===== config.mk =====
export PLATFORM = sky130hd
export DESIGN_NAME = pll_synth_divider_config
export DESIGN_NICKNAME = d
export VERILOG_FILES = /design/src/pll_cfg_pkg.sv /design/src/pll_synth_divider_config.sv
export VERILOG_INCLUDE_DIRS = /design/src
export SDC_FILE = /design/constraint.sdc
export NUM_CORES = 1
export LEC_CHECK = 0
export CELL_PAD_IN_SITES_DETAIL_PLACEMENT = 0
export CELL_PAD_IN_SITES_GLOBAL_PLACEMENT = 2
export CORE_MARGIN = 10
export CORE_UTILIZATION = 40
export CTS_BUF_LIST = sky130_fd_sc_hd__clkbuf_16
export DETAILED_ROUTE_END_ITERATION = 10
export DONT_BUFFER_PORTS = 1
export GPL_ROUTABILITY_DRIVEN = 1
export HOLD_SLACK_MARGIN = 0.06
export PLACE_DENSITY_LB_ADDON = 0.1
export SYNTH_ARGS = -nofsm -noshare
export SYNTH_HDL_FRONTEND = slang
export SYNTH_SLANG_ARGS = --single-unit

===== constraint.sdc =====
create_clock -name clk -period 7.6 [get_ports clk]
set_input_delay 0.76 -clock clk [delete_from_list [all_inputs] [get_ports clk]]
set_output_delay 0.76 -clock clk [all_outputs]
set_load 0.01 [all_outputs]

===== src/pll_cfg_regs.svh =====
// register offsets, field positions, reset values and pin indices of the synthesizer config block
`ifndef PLL_CFG_REGS_SVH
`define PLL_CFG_REGS_SVH

`define CTRL_OFS        4'h0
`define STAT_OFS        4'h4
`define SHIFT_OFS       4'h8

`define CTRL_LOOP_EN    0
`define CTRL_RESET      1'b1

`define STAT_M_LSB      0
`define STAT_N_LSB      8
`define STAT_T_LSB      12
`define STAT_SLOW_LSB   16
`define STAT_REF_BIT    20

`define PIN_COUNT       19
`define PIN_M_LSB       0
`define PIN_N_LSB       7
`define PIN_SLOW        9
`define PIN_OE          10
`define PIN_PLOAD       11
`define PIN_SLOAD       12
`define PIN_SDATA       13
`define PIN_SCLK        14
`define PIN_REFSEL      15
`define PIN_FREF        16
`define PIN_XTAL        17
`define PIN_VCO         18
`define PIN_RESET       19'h08dff

`define SLOW_MAX        2'h3
`define CFG_M_RESET     7'h7f
`define CFG_N_RESET     2'h3

`endif


===== src/pll_cfg_pkg.sv =====
// types shared by the synthesizer configuration block
package pll_cfg_pkg;

  typedef enum logic [2:0] {
    TST_SHIFT     = 3'h0,
    TST_HIGH      = 3'h1,
    TST_REF       = 3'h2,
    TST_LOOP      = 3'h3,
    TST_FOUT      = 3'h4,
    TST_LOW       = 3'h5,
    TST_BYPASS    = 3'h6,
    TST_FOUT_DIV4 = 3'h7
  } test_sel_t;

endpackage


===== src/pll_synth_divider_config.sv =====
// configuration latches, serial port, dividers, slowdown and observe mux of the synthesizer
//
// Local design decisions: the placing of the registers and the Avalon-MM slave port.
`timescale 1ns/1ps
`include "pll_cfg_regs.svh"

module pll_synth_divider_config #(
  parameter int M_W     = 7,
  parameter int SHIFT_W = 12
) (
  input  wire logic                clk,
  input  wire logic                rst_b,
  input  wire logic                ce,
  input  wire logic [3:0]          avs_address,
  input  wire logic                avs_read,
  input  wire logic                avs_write,
  input  wire logic [31:0]         avs_writedata,
  input  wire logic [3:0]          avs_byteenable,
  output logic      [31:0]         avs_readdata,
  output logic                     avs_waitrequest,
  input  wire logic [M_W-1:0]      loop_div_in,
  input  wire logic [1:0]          out_div_sel_in,
  input  wire logic                par_load_b,
  input  wire logic                serial_data_in,
  input  wire logic                serial_clock_in,
  input  wire logic                serial_commit_in,
  input  wire logic                slowdown_request,
  input  wire logic                out_enable_in,
  input  wire logic                reference_source_select,
  input  wire logic                external_reference_in,
  input  wire logic                crystal_pins,
  input  wire logic                vco_clk_in,
  output logic                     synth_out,
  output logic                     synth_out_b,
  output logic                     observe_out,
  output logic                     vco_faster,
  output logic                     vco_slower
);
  import pll_cfg_pkg::*;

  // pins pass two flops; reset values mirror the pullups and pulldowns
  logic [`PIN_COUNT-1:0] pin_raw;
  logic [`PIN_COUNT-1:0] pin_meta_reg;
  logic [`PIN_COUNT-1:0] pin_sync_reg;
  logic [`PIN_COUNT-1:0] pin_prev_reg;
  localparam logic [`PIN_COUNT-1:0] pin_rst_val = `PIN_RESET;

  assign pin_raw = {vco_clk_in, crystal_pins, external_reference_in, reference_source_select,
                    serial_clock_in, serial_data_in, serial_commit_in, par_load_b,
                    out_enable_in, slowdown_request, out_div_sel_in, loop_div_in};

  genvar gi;
  generate
    for (gi = 0; gi < `PIN_COUNT; gi = gi + 1)
    begin : g_sync
      always_ff @(posedge clk or negedge rst_b)
      begin
        if (!rst_b)
        begin
          pin_meta_reg[gi] <= pin_rst_val[gi];
          pin_sync_reg[gi] <= pin_rst_val[gi];
          pin_prev_reg[gi] <= pin_rst_val[gi];
        end
        else if (ce)
        begin
          pin_meta_reg[gi] <= pin_raw[gi];
          pin_sync_reg[gi] <= pin_meta_reg[gi];
          pin_prev_reg[gi] <= pin_sync_reg[gi];
        end
      end
    end
  endgenerate

  logic [M_W-1:0] m_sync;
  logic [1:0]     n_sync;
  logic           p_lvl, p_rise, sload_lvl, sdata_lvl, sclk_rise, sclk_edge;
  logic           slow_lvl, oe_lvl, ref_sel_lvl, ref_lvl, ref_prev, ref_rise;
  logic           vco_rise, vco_edge;

  assign m_sync      = pin_sync_reg[`PIN_M_LSB +: M_W];
  assign n_sync      = pin_sync_reg[`PIN_N_LSB +: 2];
  assign p_lvl       = pin_sync_reg[`PIN_PLOAD];
  assign p_rise      = p_lvl & ~pin_prev_reg[`PIN_PLOAD];
  assign sload_lvl   = pin_sync_reg[`PIN_SLOAD];
  assign sdata_lvl   = pin_sync_reg[`PIN_SDATA];
  assign sclk_rise   = pin_sync_reg[`PIN_SCLK] & ~pin_prev_reg[`PIN_SCLK];
  assign sclk_edge   = pin_sync_reg[`PIN_SCLK] ^ pin_prev_reg[`PIN_SCLK];
  assign slow_lvl    = pin_sync_reg[`PIN_SLOW];
  assign oe_lvl      = pin_sync_reg[`PIN_OE];
  assign ref_sel_lvl = pin_sync_reg[`PIN_REFSEL];
  // crystal when select high, external input when low
  assign ref_lvl  = ref_sel_lvl ? pin_sync_reg[`PIN_XTAL] : pin_sync_reg[`PIN_FREF];
  assign ref_prev = ref_sel_lvl ? pin_prev_reg[`PIN_XTAL] : pin_prev_reg[`PIN_FREF];
  // level and previous value pass the same select, so a select change cannot fake a reference edge
  assign ref_rise = ref_lvl & ~ref_prev;
  assign vco_rise = pin_sync_reg[`PIN_VCO] & ~pin_prev_reg[`PIN_VCO];
  assign vco_edge = pin_sync_reg[`PIN_VCO] ^ pin_prev_reg[`PIN_VCO];

  // serial shift register and configuration latches
  logic [SHIFT_W-1:0] shift_reg, shift_next;
  logic [M_W-1:0]     cfg_m_reg, cfg_m_next;
  logic [1:0]         cfg_n_reg, cfg_n_next;
  test_sel_t          cfg_t_reg, cfg_t_next;

  always_comb
  begin
    shift_next = shift_reg;
    if (sclk_rise)
      shift_next = {shift_reg[SHIFT_W-2:0], sdata_lvl};
    cfg_m_next = cfg_m_reg;
    cfg_n_next = cfg_n_reg;
    cfg_t_next = cfg_t_reg;
    if (!p_lvl || p_rise)
    begin
      // parallel path checked first so it always wins
      cfg_m_next = m_sync;
      cfg_n_next = n_sync;
      cfg_t_next = TST_SHIFT;
    end
    else if (sload_lvl)
    begin
      // first bits shifted end up highest: select, output divide, loop divide
      cfg_t_next = test_sel_t'(shift_reg[SHIFT_W-1 -: 3]);
      cfg_n_next = shift_reg[M_W +: 2];
      cfg_m_next = shift_reg[M_W-1:0];
    end
    // commit low: latches hold whatever shifting does
  end

  always_ff @(posedge clk or negedge rst_b)
  begin
    if (!rst_b)
    begin
      shift_reg <= '0;
      cfg_m_reg <= `CFG_M_RESET;
      cfg_n_reg <= `CFG_N_RESET;
      cfg_t_reg <= TST_SHIFT;
    end
    else if (ce)
    begin
      shift_reg <= shift_next;
      cfg_m_reg <= cfg_m_next;
      cfg_n_reg <= cfg_n_next;
      cfg_t_reg <= cfg_t_next;
    end
  end

  // slowdown ramp, one octave step per reference edge
  logic [1:0] slow_reg, slow_next;

  always_comb
  begin
    slow_next = slow_reg;
    if (ref_rise && slow_lvl && slow_reg != `SLOW_MAX)
      slow_next = slow_reg + 2'h1;
    else if (ref_rise && !slow_lvl && slow_reg != 2'h0)
      slow_next = slow_reg - 2'h1;
  end

  always_ff @(posedge clk or negedge rst_b)
  begin
    if (!rst_b)
      slow_reg <= 2'h0;
    else if (ce)
      slow_reg <= slow_next;
  end

  // output divider counts half periods so every ratio keeps an even duty
  logic       bypass;
  logic       half_tick, full_tick;
  logic [1:0] n_shift;
  logic [2:0] tot_shift;
  logic [5:0] half_limit;
  logic [5:0] half_cnt_reg, half_cnt_next;
  logic       fout_reg, fout_next;
  logic [2:0] tog_cnt_reg, tog_cnt_next;

  assign bypass    = (cfg_t_reg == TST_BYPASS);
  assign half_tick = bypass ? sclk_edge : vco_edge;
  assign full_tick = bypass ? sclk_rise : vco_rise;

  always_comb
  begin
    unique case (cfg_n_reg)
      2'h3: n_shift = 2'h0;
      2'h0: n_shift = 2'h1;
      2'h1: n_shift = 2'h2;
      2'h2: n_shift = 2'h3;
    endcase
  end

  assign tot_shift  = {1'b0, n_shift} + {1'b0, slow_reg};
  assign half_limit = 6'((7'h1 << tot_shift) - 7'h1);

  always_comb
  begin
    half_cnt_next = half_cnt_reg;
    fout_next     = fout_reg;
    tog_cnt_next  = tog_cnt_reg;
    if (half_tick)
    begin
      // >= so a shrinking limit mid-count cannot overrun
      if (half_cnt_reg >= half_limit)
      begin
        half_cnt_next = 6'h0;
        fout_next     = ~fout_reg;
        tog_cnt_next  = tog_cnt_reg + 3'h1;
      end
      else
        half_cnt_next = half_cnt_reg + 6'h1;
    end
  end

  // loop divider and a simple count-based phase detector
  logic [M_W-1:0] loop_cnt_reg, loop_cnt_next;
  logic           loop_out_reg, loop_out_next;
  logic [1:0]     fb_cnt_reg, fb_cnt_next;
  logic           faster_reg, faster_next, slower_reg, slower_next;
  logic           loop_en_reg, loop_en_next;
  logic           loop_wrap;

  assign loop_wrap = full_tick && (loop_cnt_reg + M_W'(1) >= cfg_m_reg);

  always_comb
  begin
    loop_cnt_next = loop_cnt_reg;
    loop_out_next = loop_out_reg;
    fb_cnt_next   = fb_cnt_reg;
    faster_next   = faster_reg;
    slower_next   = slower_reg;
    if (full_tick)
    begin
      loop_cnt_next = loop_wrap ? '0 : loop_cnt_reg + M_W'(1);
      loop_out_next = loop_wrap;
    end
    if (loop_wrap && fb_cnt_reg != 2'h3)
      fb_cnt_next = fb_cnt_reg + 2'h1;
    if (ref_rise)
    begin
      // one loop wrap per reference period means vco equals m times reference
      faster_next = loop_en_reg && (fb_cnt_reg == 2'h0);
      slower_next = loop_en_reg && (fb_cnt_reg > 2'h1);
      fb_cnt_next = {1'b0, loop_wrap};
    end
  end

  // observe mux, registered so the pin is glitch free
  logic obs_next;
  logic out_p_next, out_n_next;

  always_comb
  begin
    unique case (cfg_t_reg)
      TST_SHIFT:     obs_next = shift_reg[SHIFT_W-1];
      TST_HIGH:      obs_next = 1'b1;
      TST_REF:       obs_next = ref_lvl;
      TST_LOOP:      obs_next = loop_out_reg;
      TST_FOUT:      obs_next = fout_reg;
      TST_LOW:       obs_next = 1'b0;
      TST_BYPASS:    obs_next = loop_out_reg;
      TST_FOUT_DIV4: obs_next = tog_cnt_reg[2];
    endcase
    out_p_next = fout_reg & oe_lvl;
    out_n_next = ~fout_reg & oe_lvl;
  end

  always_ff @(posedge clk or negedge rst_b)
  begin
    if (!rst_b)
    begin
      half_cnt_reg <= 6'h0;
      fout_reg     <= 1'b0;
      tog_cnt_reg  <= 3'h0;
      loop_cnt_reg <= '0;
      loop_out_reg <= 1'b0;
      fb_cnt_reg   <= 2'h0;
      faster_reg   <= 1'b0;
      slower_reg   <= 1'b0;
      observe_out  <= 1'b0;
      synth_out    <= 1'b0;
      synth_out_b  <= 1'b0;
    end
    else if (ce)
    begin
      half_cnt_reg <= half_cnt_next;
      fout_reg     <= fout_next;
      tog_cnt_reg  <= tog_cnt_next;
      loop_cnt_reg <= loop_cnt_next;
      loop_out_reg <= loop_out_next;
      fb_cnt_reg   <= fb_cnt_next;
      faster_reg   <= faster_next;
      slower_reg   <= slower_next;
      observe_out  <= obs_next;
      synth_out    <= out_p_next;
      synth_out_b  <= out_n_next;
    end
  end

  assign vco_faster = faster_reg;
  assign vco_slower = slower_reg;

  // avalon slave: one wait cycle, then the answer
  logic        req, accept;
  logic        wait_reg, wait_next;
  logic [31:0] rdata_reg, rdata_next;

  assign req    = avs_read | avs_write;
  assign accept = req & ~wait_reg;

  always_comb
  begin
    wait_next    = ~(req & wait_reg);
    rdata_next   = rdata_reg;
    loop_en_next = loop_en_reg;
    if (req && wait_reg && avs_read)
    begin
      rdata_next = 32'h0;
      unique case (avs_address)
        `CTRL_OFS:  rdata_next[`CTRL_LOOP_EN] = loop_en_reg;
        `STAT_OFS:
        begin
          rdata_next[`STAT_M_LSB +: M_W]  = cfg_m_reg;
          rdata_next[`STAT_N_LSB +: 2]    = cfg_n_reg;
          rdata_next[`STAT_T_LSB +: 3]    = cfg_t_reg;
          rdata_next[`STAT_SLOW_LSB +: 2] = slow_reg;
          rdata_next[`STAT_REF_BIT]       = ref_sel_lvl;
        end
        `SHIFT_OFS: rdata_next[SHIFT_W-1:0] = shift_reg;
        default:    rdata_next = 32'h0;
      endcase
    end
    if (accept && avs_write && avs_address == `CTRL_OFS && avs_byteenable[0])
      loop_en_next = avs_writedata[`CTRL_LOOP_EN];
  end

  always_ff @(posedge clk or negedge rst_b)
  begin
    if (!rst_b)
    begin
      wait_reg    <= 1'b1;
      rdata_reg   <= 32'h0;
      loop_en_reg <= `CTRL_RESET;
    end
    else if (ce)
    begin
      wait_reg    <= wait_next;
      rdata_reg   <= rdata_next;
      loop_en_reg <= loop_en_next;
    end
  end

  assign avs_waitrequest = wait_reg;
  assign avs_readdata    = rdata_reg;
endmodule


# Yosys cells after proc, flatten, opt, wreduce, memory -nomap -nowiden
# Cells that the tools add are included.
totals:
  ff_bits: 114
  latchBits: 0
  ramBits: 0
  romBits: 0
  in_bits: 64
  out_inout_bits: 38
  wordCells: 167
  memories: 0
op_classes:
  addsub: 8
  mul: 0
  div_mod_pow: 0
  order_cmp: 3
  eq_ne: 14
  shifts: 1
  mux: 26
  bitwise_logic: 18
  reduce_logical: 35
ops:
  columns: ["operator", "count"]
  rows:
  - ["2-to-1 mux 7 bit", 3]
  - ["AND reduction 2 bit", 9]
  - ["2-to-1 mux 2 bit", 8]
  - ["logical AND 1 bit", 13]
  - ["equality test 3 bit (second input constant)", 4]
  - ["one-hot mux 6 bit (2 select lines)", 1]
  - ["2-to-1 mux 3 bit", 3]
  - ["bitwise AND 1 bit", 8]
  - ["one-hot mux 2 bit (4 select lines)", 1]
  - ["nonzero test 2 bit", 4]
  - ["adder 7 x 1 -> 7 bit (second input constant)", 1]
  - ["greater-or-equal comparator 7 bit", 1]
  - ["inverter 1 bit", 7]
  - ["one-hot mux 1 bit (7 select lines)", 1]
  - ["adder 6 x 1 -> 6 bit (second input constant)", 1]
  - ["equality test 3 x 2 -> 1 bit (second input constant)", 2]
  - ["greater-or-equal comparator 6 bit", 1]
  - ["2-to-1 mux 1 bit", 6]
  - ["2-to-1 mux 6 bit", 1]
  - ["left shift 1 x 3 -> 6 bit (first input constant)", 1]
  - ["subtractor 6 x 1 -> 6 bit (second input constant)", 1]
  - ["adder 2 x 1 -> 2 bit (second input constant)", 2]
  - ["equality test 2 bit (second input constant)", 2]
  - ["equality test 4 x 3 -> 1 bit (second input constant)", 1]
  - ["19 further kinds", 23]

# Logic depth before layout (Yosys ltp)
# Gate-level depths: netlist of run 1.
logic_depth:
  ltp_word: 7
  depth_mapped: 15
  depth_no_buf: 15

# Least setup slack after synthesis of run 1
# Ideal clock, no wire load.
synth_timing:
  kind: "register -> register"
  start: "reg cfg_n_reg[0]"
  end: "reg tog_cnt_reg[1]"
  setup_time_ns: 0.125
  arrival_time_ns: 3.104
  t_required_ns: 7.475
  slack_ns: 4.372
  path_stages_with_launch: 16
  path_buffers: 0
  synth_period_minus_slack_ns: 3.228
  path_cell_list: "dfstp_2 -> inv_1 -> ha_1 -> inv_1 -> fa_1 -> nand3b_1 -> ha_1 -> nor3_1 -> a21o_1 -> a21oi_1 -> ha_1 -> a21o_1 -> a21oi_1 -> o21ai_1 -> nand2_1 -> mux2_2"
synth_between:
  elab_chain_cells: 7
  elab_cells_between_ends: 10
  cone_classes: "add/sub: 2; order compare: 1; eq/ne: 3; shift: 1; mux: 1; reduce/logical: 2"
synth_rtl:
  columns: ["item", "line_no", "text"]
  rows:
  - ["from (decl)", "pll_synth_divider_config.sv:102", "logic [1:0] cfg_n_reg, cfg_n_next;"]
  - ["from (signal assigned)", "pll_synth_divider_config.sv:136", "cfg_n_reg <= `CFG_N_RESET;"]
  - ["from (signal assigned)", "pll_synth_divider_config.sv:143", "cfg_n_reg <= cfg_n_next;"]
  - ["equality test 2 bit (tied with other cells)", "pll_synth_divider_config.sv:184", "unique case (cfg_n_reg)"]
  - ["one-hot mux 2 bit (4 select lines) (*)", "pll_synth_divider_config.sv:184", null]
  - ["adder 2 x 2 -> 3 bit (*)", "pll_synth_divider_config.sv:192", "assign tot_shift = {1'b0, n_shift} + {1'b0, slow_reg};"]
  - ["left shift 1 x 3 -> 6 bit (*)", "pll_synth_divider_config.sv:193", "assign half_limit = 6'((7'h1 << tot_shift) - 7'h1);"]
  - ["subtractor 6 x 1 -> 6 bit (*)", "pll_synth_divider_config.sv:193", null]
  - ["greater-or-equal comparator 6 bit (*)", "pll_synth_divider_config.sv:203", "if (half_cnt_reg >= half_limit)"]
  - ["AND reduction 3 bit (no line) (*)", null, null]
  - ["to (signal assigned)", "pll_synth_divider_config.sv:287", "tog_cnt_reg <= tog_cnt_next;"]
  - ["to (decl)", "pll_synth_divider_config.sv:176", "logic [2:0] tog_cnt_reg, tog_cnt_next;"]
# Every way passes the cells marked *; elsewhere a longest branch is shown, timed or not.
# A chain may end at the register's enable or synchronous reset.

# Final worst setup path of run 1
# Ends and elaborated chain as after synthesis.

==> results of run 1 <==
[layout make-up]
cell class / count / area (µm²)
Sequential cell: 114 / 2900
Clock inverter: 15 / 140
Tap cell: 176 / 220
Fill cell: 1244 / 7140
Clock buffer: 17 / 425
Timing Repair Buffer: 3 / 42.5
Inverter: 19 / 71.3
Multi-Input combinational cell: 325 / 2350
[per-layer routing]
metal  global-route usage  wire length, µm
met1                0.162             5240
met4               0.0597              206
met2                0.196             5500
met5                    0                0
met3               0.0484              570
[repair_timing]
action / in CTS / in global routing
hold endpoints to repair: 78 / 0
setup endpoints to repair: 0 / 0
hold buffers: 1 / 0
buffers inserted: 0 / 0
[logic make-up after synthesis]
group,after synthesis,share of synthesized area
simple gates,115,0.102
flops,114,0.530
mux,70,0.141
other cells,1,0.000686
buf+inv,51,0.0487
compound gates,91,0.104
fa+ha+maj,24,0.0563
xor+xnor,11,0.0176
[per-stage QoR]
stage / std cells / setup WS, ns / total power [W] / util
after global routing: 669 / 3.81 / 0.00234 / 0.463
final: 669 / 4.07 / 0.00218 / 0.463
after CTS: 669 / 4.05 / 0.00222 / 0.463
after floorplan: 490 / 4.37 / 0.00130 / -
after detailed placement: 636 / 4.07 / 0.00143 / 0.418
after global placement: 636 / 4.08 / 0.00141 / 0.418
[cell usage after synthesis (3+ instances only)]
master | number | area (µm²)
mux2_2 | 57 | 642
nor3_1 | 5 | 25.0
buf_4 | 14 | 105
o21ai_0 | 41 | 205
buf_2 | 11 | 55.1
dfstp_2 | 36 | 946
xnor2_1 | 7 | 61.3
nor2_1 | 16 | 60.1
clkbuf_1 | 4 | 15.0
nand2b_1 | 4 | 25.0
ha_1 | 23 | 288
a21oi_1 | 10 | 50.1
nor2b_1 | 4 | 25.0
a22o_1 | 10 | 87.6
nand2_1 | 54 | 203
mux2i_1 | 13 | 130
a22oi_1 | 11 | 82.6
nand3_1 | 14 | 70.1
xor2_1 | 4 | 35.0
o21ai_1 | 4 | 20.0
a21o_1 | 3 | 22.5
dfrtp_1 | 78 | 1950
inv_1 | 19 | 71.3
[worst paths after layout]
kind | end | slack, ns | depth (start not counted)
worst max-delay path | tog_cnt_reg[1]$_DFFE_PN0P_ | 4.07 | 15
worst min register to register | tog_cnt_reg[2]$_DFFE_PN0P_ | 0.48 | 1
worst max register to register | tog_cnt_reg[1]$_DFFE_PN0P_ | 4.07 | 15
max in group asynchronous | half_cnt_reg[4]$_DFFE_PN0P_ | 6.99 | 1
worst min-delay path | pin_meta_reg[15]$_DFFE_PN1P_ | 0.20 | 0
min in group clk | observe_out$_DFFE_PN0P_ | 0.45 | 1
[power by group]
group	switching, W	leakage (nW)	internal [W]
Sequential	0.000131	1.38	0.000764
Clock	0.000263	0.303	0.000501
Combinational	0.000265	1.06	0.000259
Total	0.000659	2.74	0.00152
[worst register-to-register path, cell delays in order (launching register included)]
cell and delay, ns:
dfstp_2 0.58, inv_1 0.06, ha_1 0.19, inv_1 0.06, fa_1 0.47, nand3b_1 0.14, ha_1 0.23, nor3_1 0.06
a21o_1 0.16, a21oi_1 0.14, ha_1 0.26, a21o_1 0.18, a21oi_1 0.13, o21ai_1 0.20, nand2_1 0.21, mux2_2 0.35
==> flow_metrics.py, run 1 <==
metrics = {
    "global_routing": {
        "grt_pass1_vias": 3436,
        "track_usage": 0.130,
        "antenna_found_initial": 0,
        "grt_overflow": 0,
        "grt_max_degree": 79,
        "grt_pass1_wl_um": 18700,
    },
    "yosys": {
        "ys_seq_elements": 114,
        "yosysUniqueCellTypes": 54,
        "ys_async_sr_fraction": 1.00,
        "synth_area_um2": 5470,
        "synth_edf_count": 0,
        "yosysSeqAreaShare": 0.530,
        "syn_inst": 477,
        "synth_warnings": 0,
        "ys.flop_type": "dfrtp_1",
        "syn-mean-instance-area_um2": 11.5,
    },
    "setup_path": {
        "crit_arrival_ns": 3.82,
        "path_class": "flip-flop to flip-flop",
        "r2r-start": "cfg_n_reg[0]$_DFFE_PN1P_",
        "slowest_stage": "dfstp_2",
        "required_ns": 7.89,
        "path_max_fanout": 7,
        "start_kind": "flip-flop",
        "cpPeakStageDelay_ns": 0.58,
        "path_cells": "inv_1 -> ha_1 -> inv_1 -> fa_1 -> nand3b_1 -> ha_1 -> nor3_1 -> a21o_1 -> a21oi_1 -> ha_1 -> a21o_1 -> a21oi_1 -> o21ai_1 -> nand2_1 -> mux2_2",
        "startpoint": "cfg_n_reg[0]$_DFFE_PN1P_",
        "path_delay_family": "adder cells",
        "worstSetupEndpointType": "flip-flop",
        "crit_top_cell": "ha_1",
        "crit_buf_inv": 2,
    },
    "pwr": {
        "vdd.ir_drop.worst_uv": 177,
        "leakagePower_nw": 2.74,
        "p_per_area_nw_per_um2": 355,
    },
    "clocking": {
        "cts.path.max_buffers": 2,
        "path_clk_slew_ns": 0.06,
        "cts_tree": "done",
        "h-tree-depth": 4,
        "cts_sinks": 114,
        "clockRootBuffer": "clkbuf_16",
        "cts_buffers": 17,
        "clk_latency_ns": 0.41,
        "cts.repair.resized": 0,
    },
    "layout": {
        "area_growth_pct": 12.5,
        "n_antenna_cell": 0,
        "largest_reg_flops": 19,
        "final_common_cell": "dfrtp_1",
        "nNetsFinal": 568,
        "drive_above_1_share": 0.258,
        "finalInstanceArea_um2": 6150,
        "final_cell_mix": "dfrtp_1, mux2_2, nand2_1, o21ai_0, dfstp_2",
    },
    "worst_hold_path": {
        "hold_class": "input port to async pin",
    },
    "job": {
        "drv_cap": 0,
    },
    "place": {
        "dp_hpwl_um": 7890,
        "gp_congestion": 0.762,
        "portBuffers": 0,
        "placed_area_um2": 5560,
    },
    "detailed_routing": {
        "detail_route.vias_per_cell": 5.08,
        "routed_wire_length_per_instance_um": 17.2,
        "antenna_left": 0,
        "drc": 0,
        "drt_wl_total_um": 11500,
        "dr.pass1.iters": 4,
        "drt-initial-drc-count": 144,
        "num_vias": 3398,
    },
    "timing": {
        "fmax_mhz": 283,
        "setup_viol": 0,
        "worst_pin_slew_ns": 1.02,
        "slew_headroom": 0.323,
        "final-hold-violation-count": 0,
        "min_period_ns": 3.53,
        "finalCritPeriodShare": 0.465,
        "whs_ns": 0.198,
        "setup_tns_ns": 0,
        "final_max_slew_viol_count": 0,
        "skew_ns": 0.0101,
        "rsz0062_at_grt": "false",
    },
    "floorplanning": {
        "die_w_um": 137,
        "core_area_um2": 13300,
        "fp.dieH_um": 137,
        "rows": 42,
        "die_area_um2": 18700,
        "ioPinCount": 102,
        "start_util": 0.411,
    },
    "run_status": {
        "outcome": "finished, final reports clean",
    },
}
Power figures use the tool's default switching activity.
==> run 2: changes to the inputs <==
--- a/config.mk
+++ b/config.mk
@@ -9,7 +9,7 @@
 export CELL_PAD_IN_SITES_DETAIL_PLACEMENT = 0
 export CELL_PAD_IN_SITES_GLOBAL_PLACEMENT = 2
 export CORE_MARGIN = 10
-export CORE_UTILIZATION = 40
+export CORE_UTILIZATION = 37
 export CTS_BUF_LIST = sky130_fd_sc_hd__clkbuf_16
 export DETAILED_ROUTE_END_ITERATION = 10
 export DONT_BUFFER_PORTS = 1
==> constraint.sdc (replaced) <==
create_clock -name clk -period 2.9 [get_ports clk]
set_input_delay 0.29 -clock clk [delete_from_list [all_inputs] [get_ports clk]]
set_output_delay 0.29 -clock clk [all_outputs]
set_load 0.01 [all_outputs]
==> flow_metrics.py, run 2 (synthesis results as in run 1) <==
metrics = {
    "timing": {
        "slew_headroom": 0.470,
        "setup_slack_ns": -0.211,
        "setup_viol": 10,
        "final-hold-violation-count": 0,
        "final_max_slew_viol_count": 0,
        "fmax_mhz": 321,
        "whs_ns": 0.103,
        "finalCritPeriodShare": 1.07,
        "rsz0062_at_grt": "true",
        "skew_ns": 0.00657,
        "min_period_ns": 3.11,
        "worst_pin_slew_ns": 0.789,
    },
    "run_status": {
        "outcome": "finished, violations left",
        "violations": "setup timing",
    },
    "layout": {
        "nNetsFinal": 607,
        "largest_reg_flops": 19,
        "multi_input_area_um2": 2430,
        "n_antenna_cell": 0,
        "drive_above_1_share": 0.303,
        "fillers": 1379,
        "final_cell_mix": "dfrtp_1, mux2_2, nand2_1, o21ai_0, dfstp_2",
        "area_growth_pct": 21.9,
        "fin_util": 0.459,
        "regArea_um2": 2900,
        "final_common_cell": "dfrtp_1",
    },
    "worst_hold_path": {
        "hold_depth": 2,
        "hold_end": "loop_en_reg$_DFFE_PN1P_",
        "worst_hold_startpoint": "avs_byteenable[0]",
        "hold_class": "input port to flip-flop",
    },
    "detailed_routing": {
        "drt_wl_total_um": 12000,
        "detail_route.vias_per_cell": 4.94,
        "drc": 0,
        "antenna_left": 0,
        "num_vias": 3536,
        "dr.pass1.iters": 5,
        "routed_wire_length_per_instance_um": 16.8,
        "drt-initial-drc-count": 177,
    },
    "place": {
        "dp_hpwl_um": 8010,
        "portBuffers": 0,
        "gp_congestion": 0.748,
    },
    "global_routing": {
        "grt_max_degree": 115,
        "grt_overflow": 0,
        "grt_pass1_wl_um": 20000,
        "antenna_found_initial": 0,
        "track_usage": 0.127,
        "grt_pass1_vias": 3701,
    },
    "setup_path": {
        "cpPeakStageDelay_ns": 0.55,
        "rr_worst_depth": 15,
        "start_kind": "flip-flop",
        "slowest_stage": "dfstp_2",
        "ff2ff_setup_slack_ns": -0.21,
        "crit_arrival_ns": 3.40,
        "r2r-start": "cfg_n_reg[0]$_DFFE_PN1P_",
        "path_max_fanout": 4,
        "required_ns": 3.19,
        "r2r-end": "tog_cnt_reg[1]$_DFFE_PN0P_",
        "path_class": "flip-flop to flip-flop",
        "path_cells": "inv_2 -> ha_4 -> inv_2 -> fa_1 -> nand3b_1 -> ha_2 -> nor3_2 -> a21o_1 -> a21oi_2 -> ha_1 -> a21o_1 -> a21oi_2 -> o21ai_4 -> nand2_2 -> mux2_4",
        "worstSetupEndpointType": "flip-flop",
    },
    "clocking": {
        "cts.path.max_buffers": 2,
        "h-tree-depth": 4,
        "path_clk_slew_ns": 0.05,
        "clk_latency_ns": 0.41,
        "cts_tree": "done",
        "cts_sinks": 114,
        "cts_buffers": 17,
        "clockRootBuffer": "clkbuf_16",
    },
    "job": {
        "drv_cap": 0,
    },
    "pwr": {
        "p_per_area_nw_per_um2": 961,
        "leakagePower_nw": 2.94,
        "vdd.ir_drop.worst_uv": 567,
    },
    "floorplanning": {
        "core_area_um2": 14500,
        "fp.dieH_um": 142,
        "ioPinCount": 102,
        "die_area_um2": 20000,
        "rows": 44,
        "start_util": 0.376,
        "die_w_um": 142,
    },
}
[run 2: changes by cell type in the layout (fill, tap and decap cells not counted), moves of 3 or more]
cell	change
dlygate4sd3_1	+23
buf_4	+14
inv_1	-6
a21oi_1	-3
a21oi_2	+3
[run 2: worst max path at each step]
stage	start	endpoint	slack, ns	cells past startpoint
2_1_floorplan	cfg_n_reg[0]$_DFFE_PN1P_	tog_cnt_reg[1]$_DFFE_PN0P_	-0.14	13
3_3_place_gp	cfg_n_reg[0]$_DFFE_PN1P_	tog_cnt_reg[1]$_DFFE_PN0P_	-0.16	15
3_5_place_dp	cfg_n_reg[0]$_DFFE_PN1P_	tog_cnt_reg[1]$_DFFE_PN0P_	-0.24	15
4_1_cts	cfg_n_reg[0]$_DFFE_PN1P_	tog_cnt_reg[1]$_DFFE_PN0P_	-0.21	15
5_1_grt	cfg_n_reg[0]$_DFFE_PN1P_	tog_cnt_reg[1]$_DFFE_PN0P_	-0.35	14
6_report	cfg_n_reg[0]$_DFFE_PN1P_	tog_cnt_reg[1]$_DFFE_PN0P_	-0.21	15
[run 2: power by group]
| part | total (W) | internal, W | switching, W |
|---|---|---|---|
| Clock | 0.00223 | 0.00150 | 0.000731 |
| Combinational | 0.00184 | 0.000962 | 0.000883 |
| Sequential | 0.00233 | 0.00200 | 0.000331 |
| Total | 0.00641 | 0.00446 | 0.00194 |
[run 2: worst max-delay path: cells and delay by family, from the launching register on]
family          cells  cell delay (ns)
fa+ha+maj           4             1.05
compound gates      5             0.71
flops               1             0.55
mux                 1             0.29
simple gates        3             0.28
buf+inv             2             0.10
[run 2: area by class of cell]
class	instances	share of cell area
Clock buffer	17	0.0638
Clock inverter	15	0.0296
Inverter	19	0.0107
Multi-Input combinational cell	325	0.364
Sequential cell	114	0.435
Tap cell	184	0.0345
Timing Repair Buffer	42	0.0625
[run 2: what timing repair did]
item | CTS | global route
setup buffers | 3 | 0
hold buffers | 25 | 0
endpoints found under the hold margin | 161 | 0
resized for setup | 12 | 1
pin swaps | 6 | 0
gates cloned | 0 | 0
setup endpoints to repair | 10 | 10
[run 2: per-stage QoR]
step	worst slack, ns	instances	TNS, ns	cell area (µm²)	total power [W]
floorplan	-0.141	490	-0.141	5540	0.00348
CTS	-0.208	716	-1.19	6660	0.00646
global route	-0.351	716	-2.77	6670	0.00687
detailed placement	-0.241	656	-1.24	5680	0.00390
finish	-0.211	716	-1.19	6670	0.00641
global placement	-0.160	656	-0.596	5680	0.00385
[run 2: per-layer routing]
layer  track usage  share of wire  up-vias
met4        0.0490          0.015        0
met5             0              0        -
li1              -              -     1741
met3        0.0457          0.046       12
met1         0.157           0.46     1727
met2         0.198           0.48       56
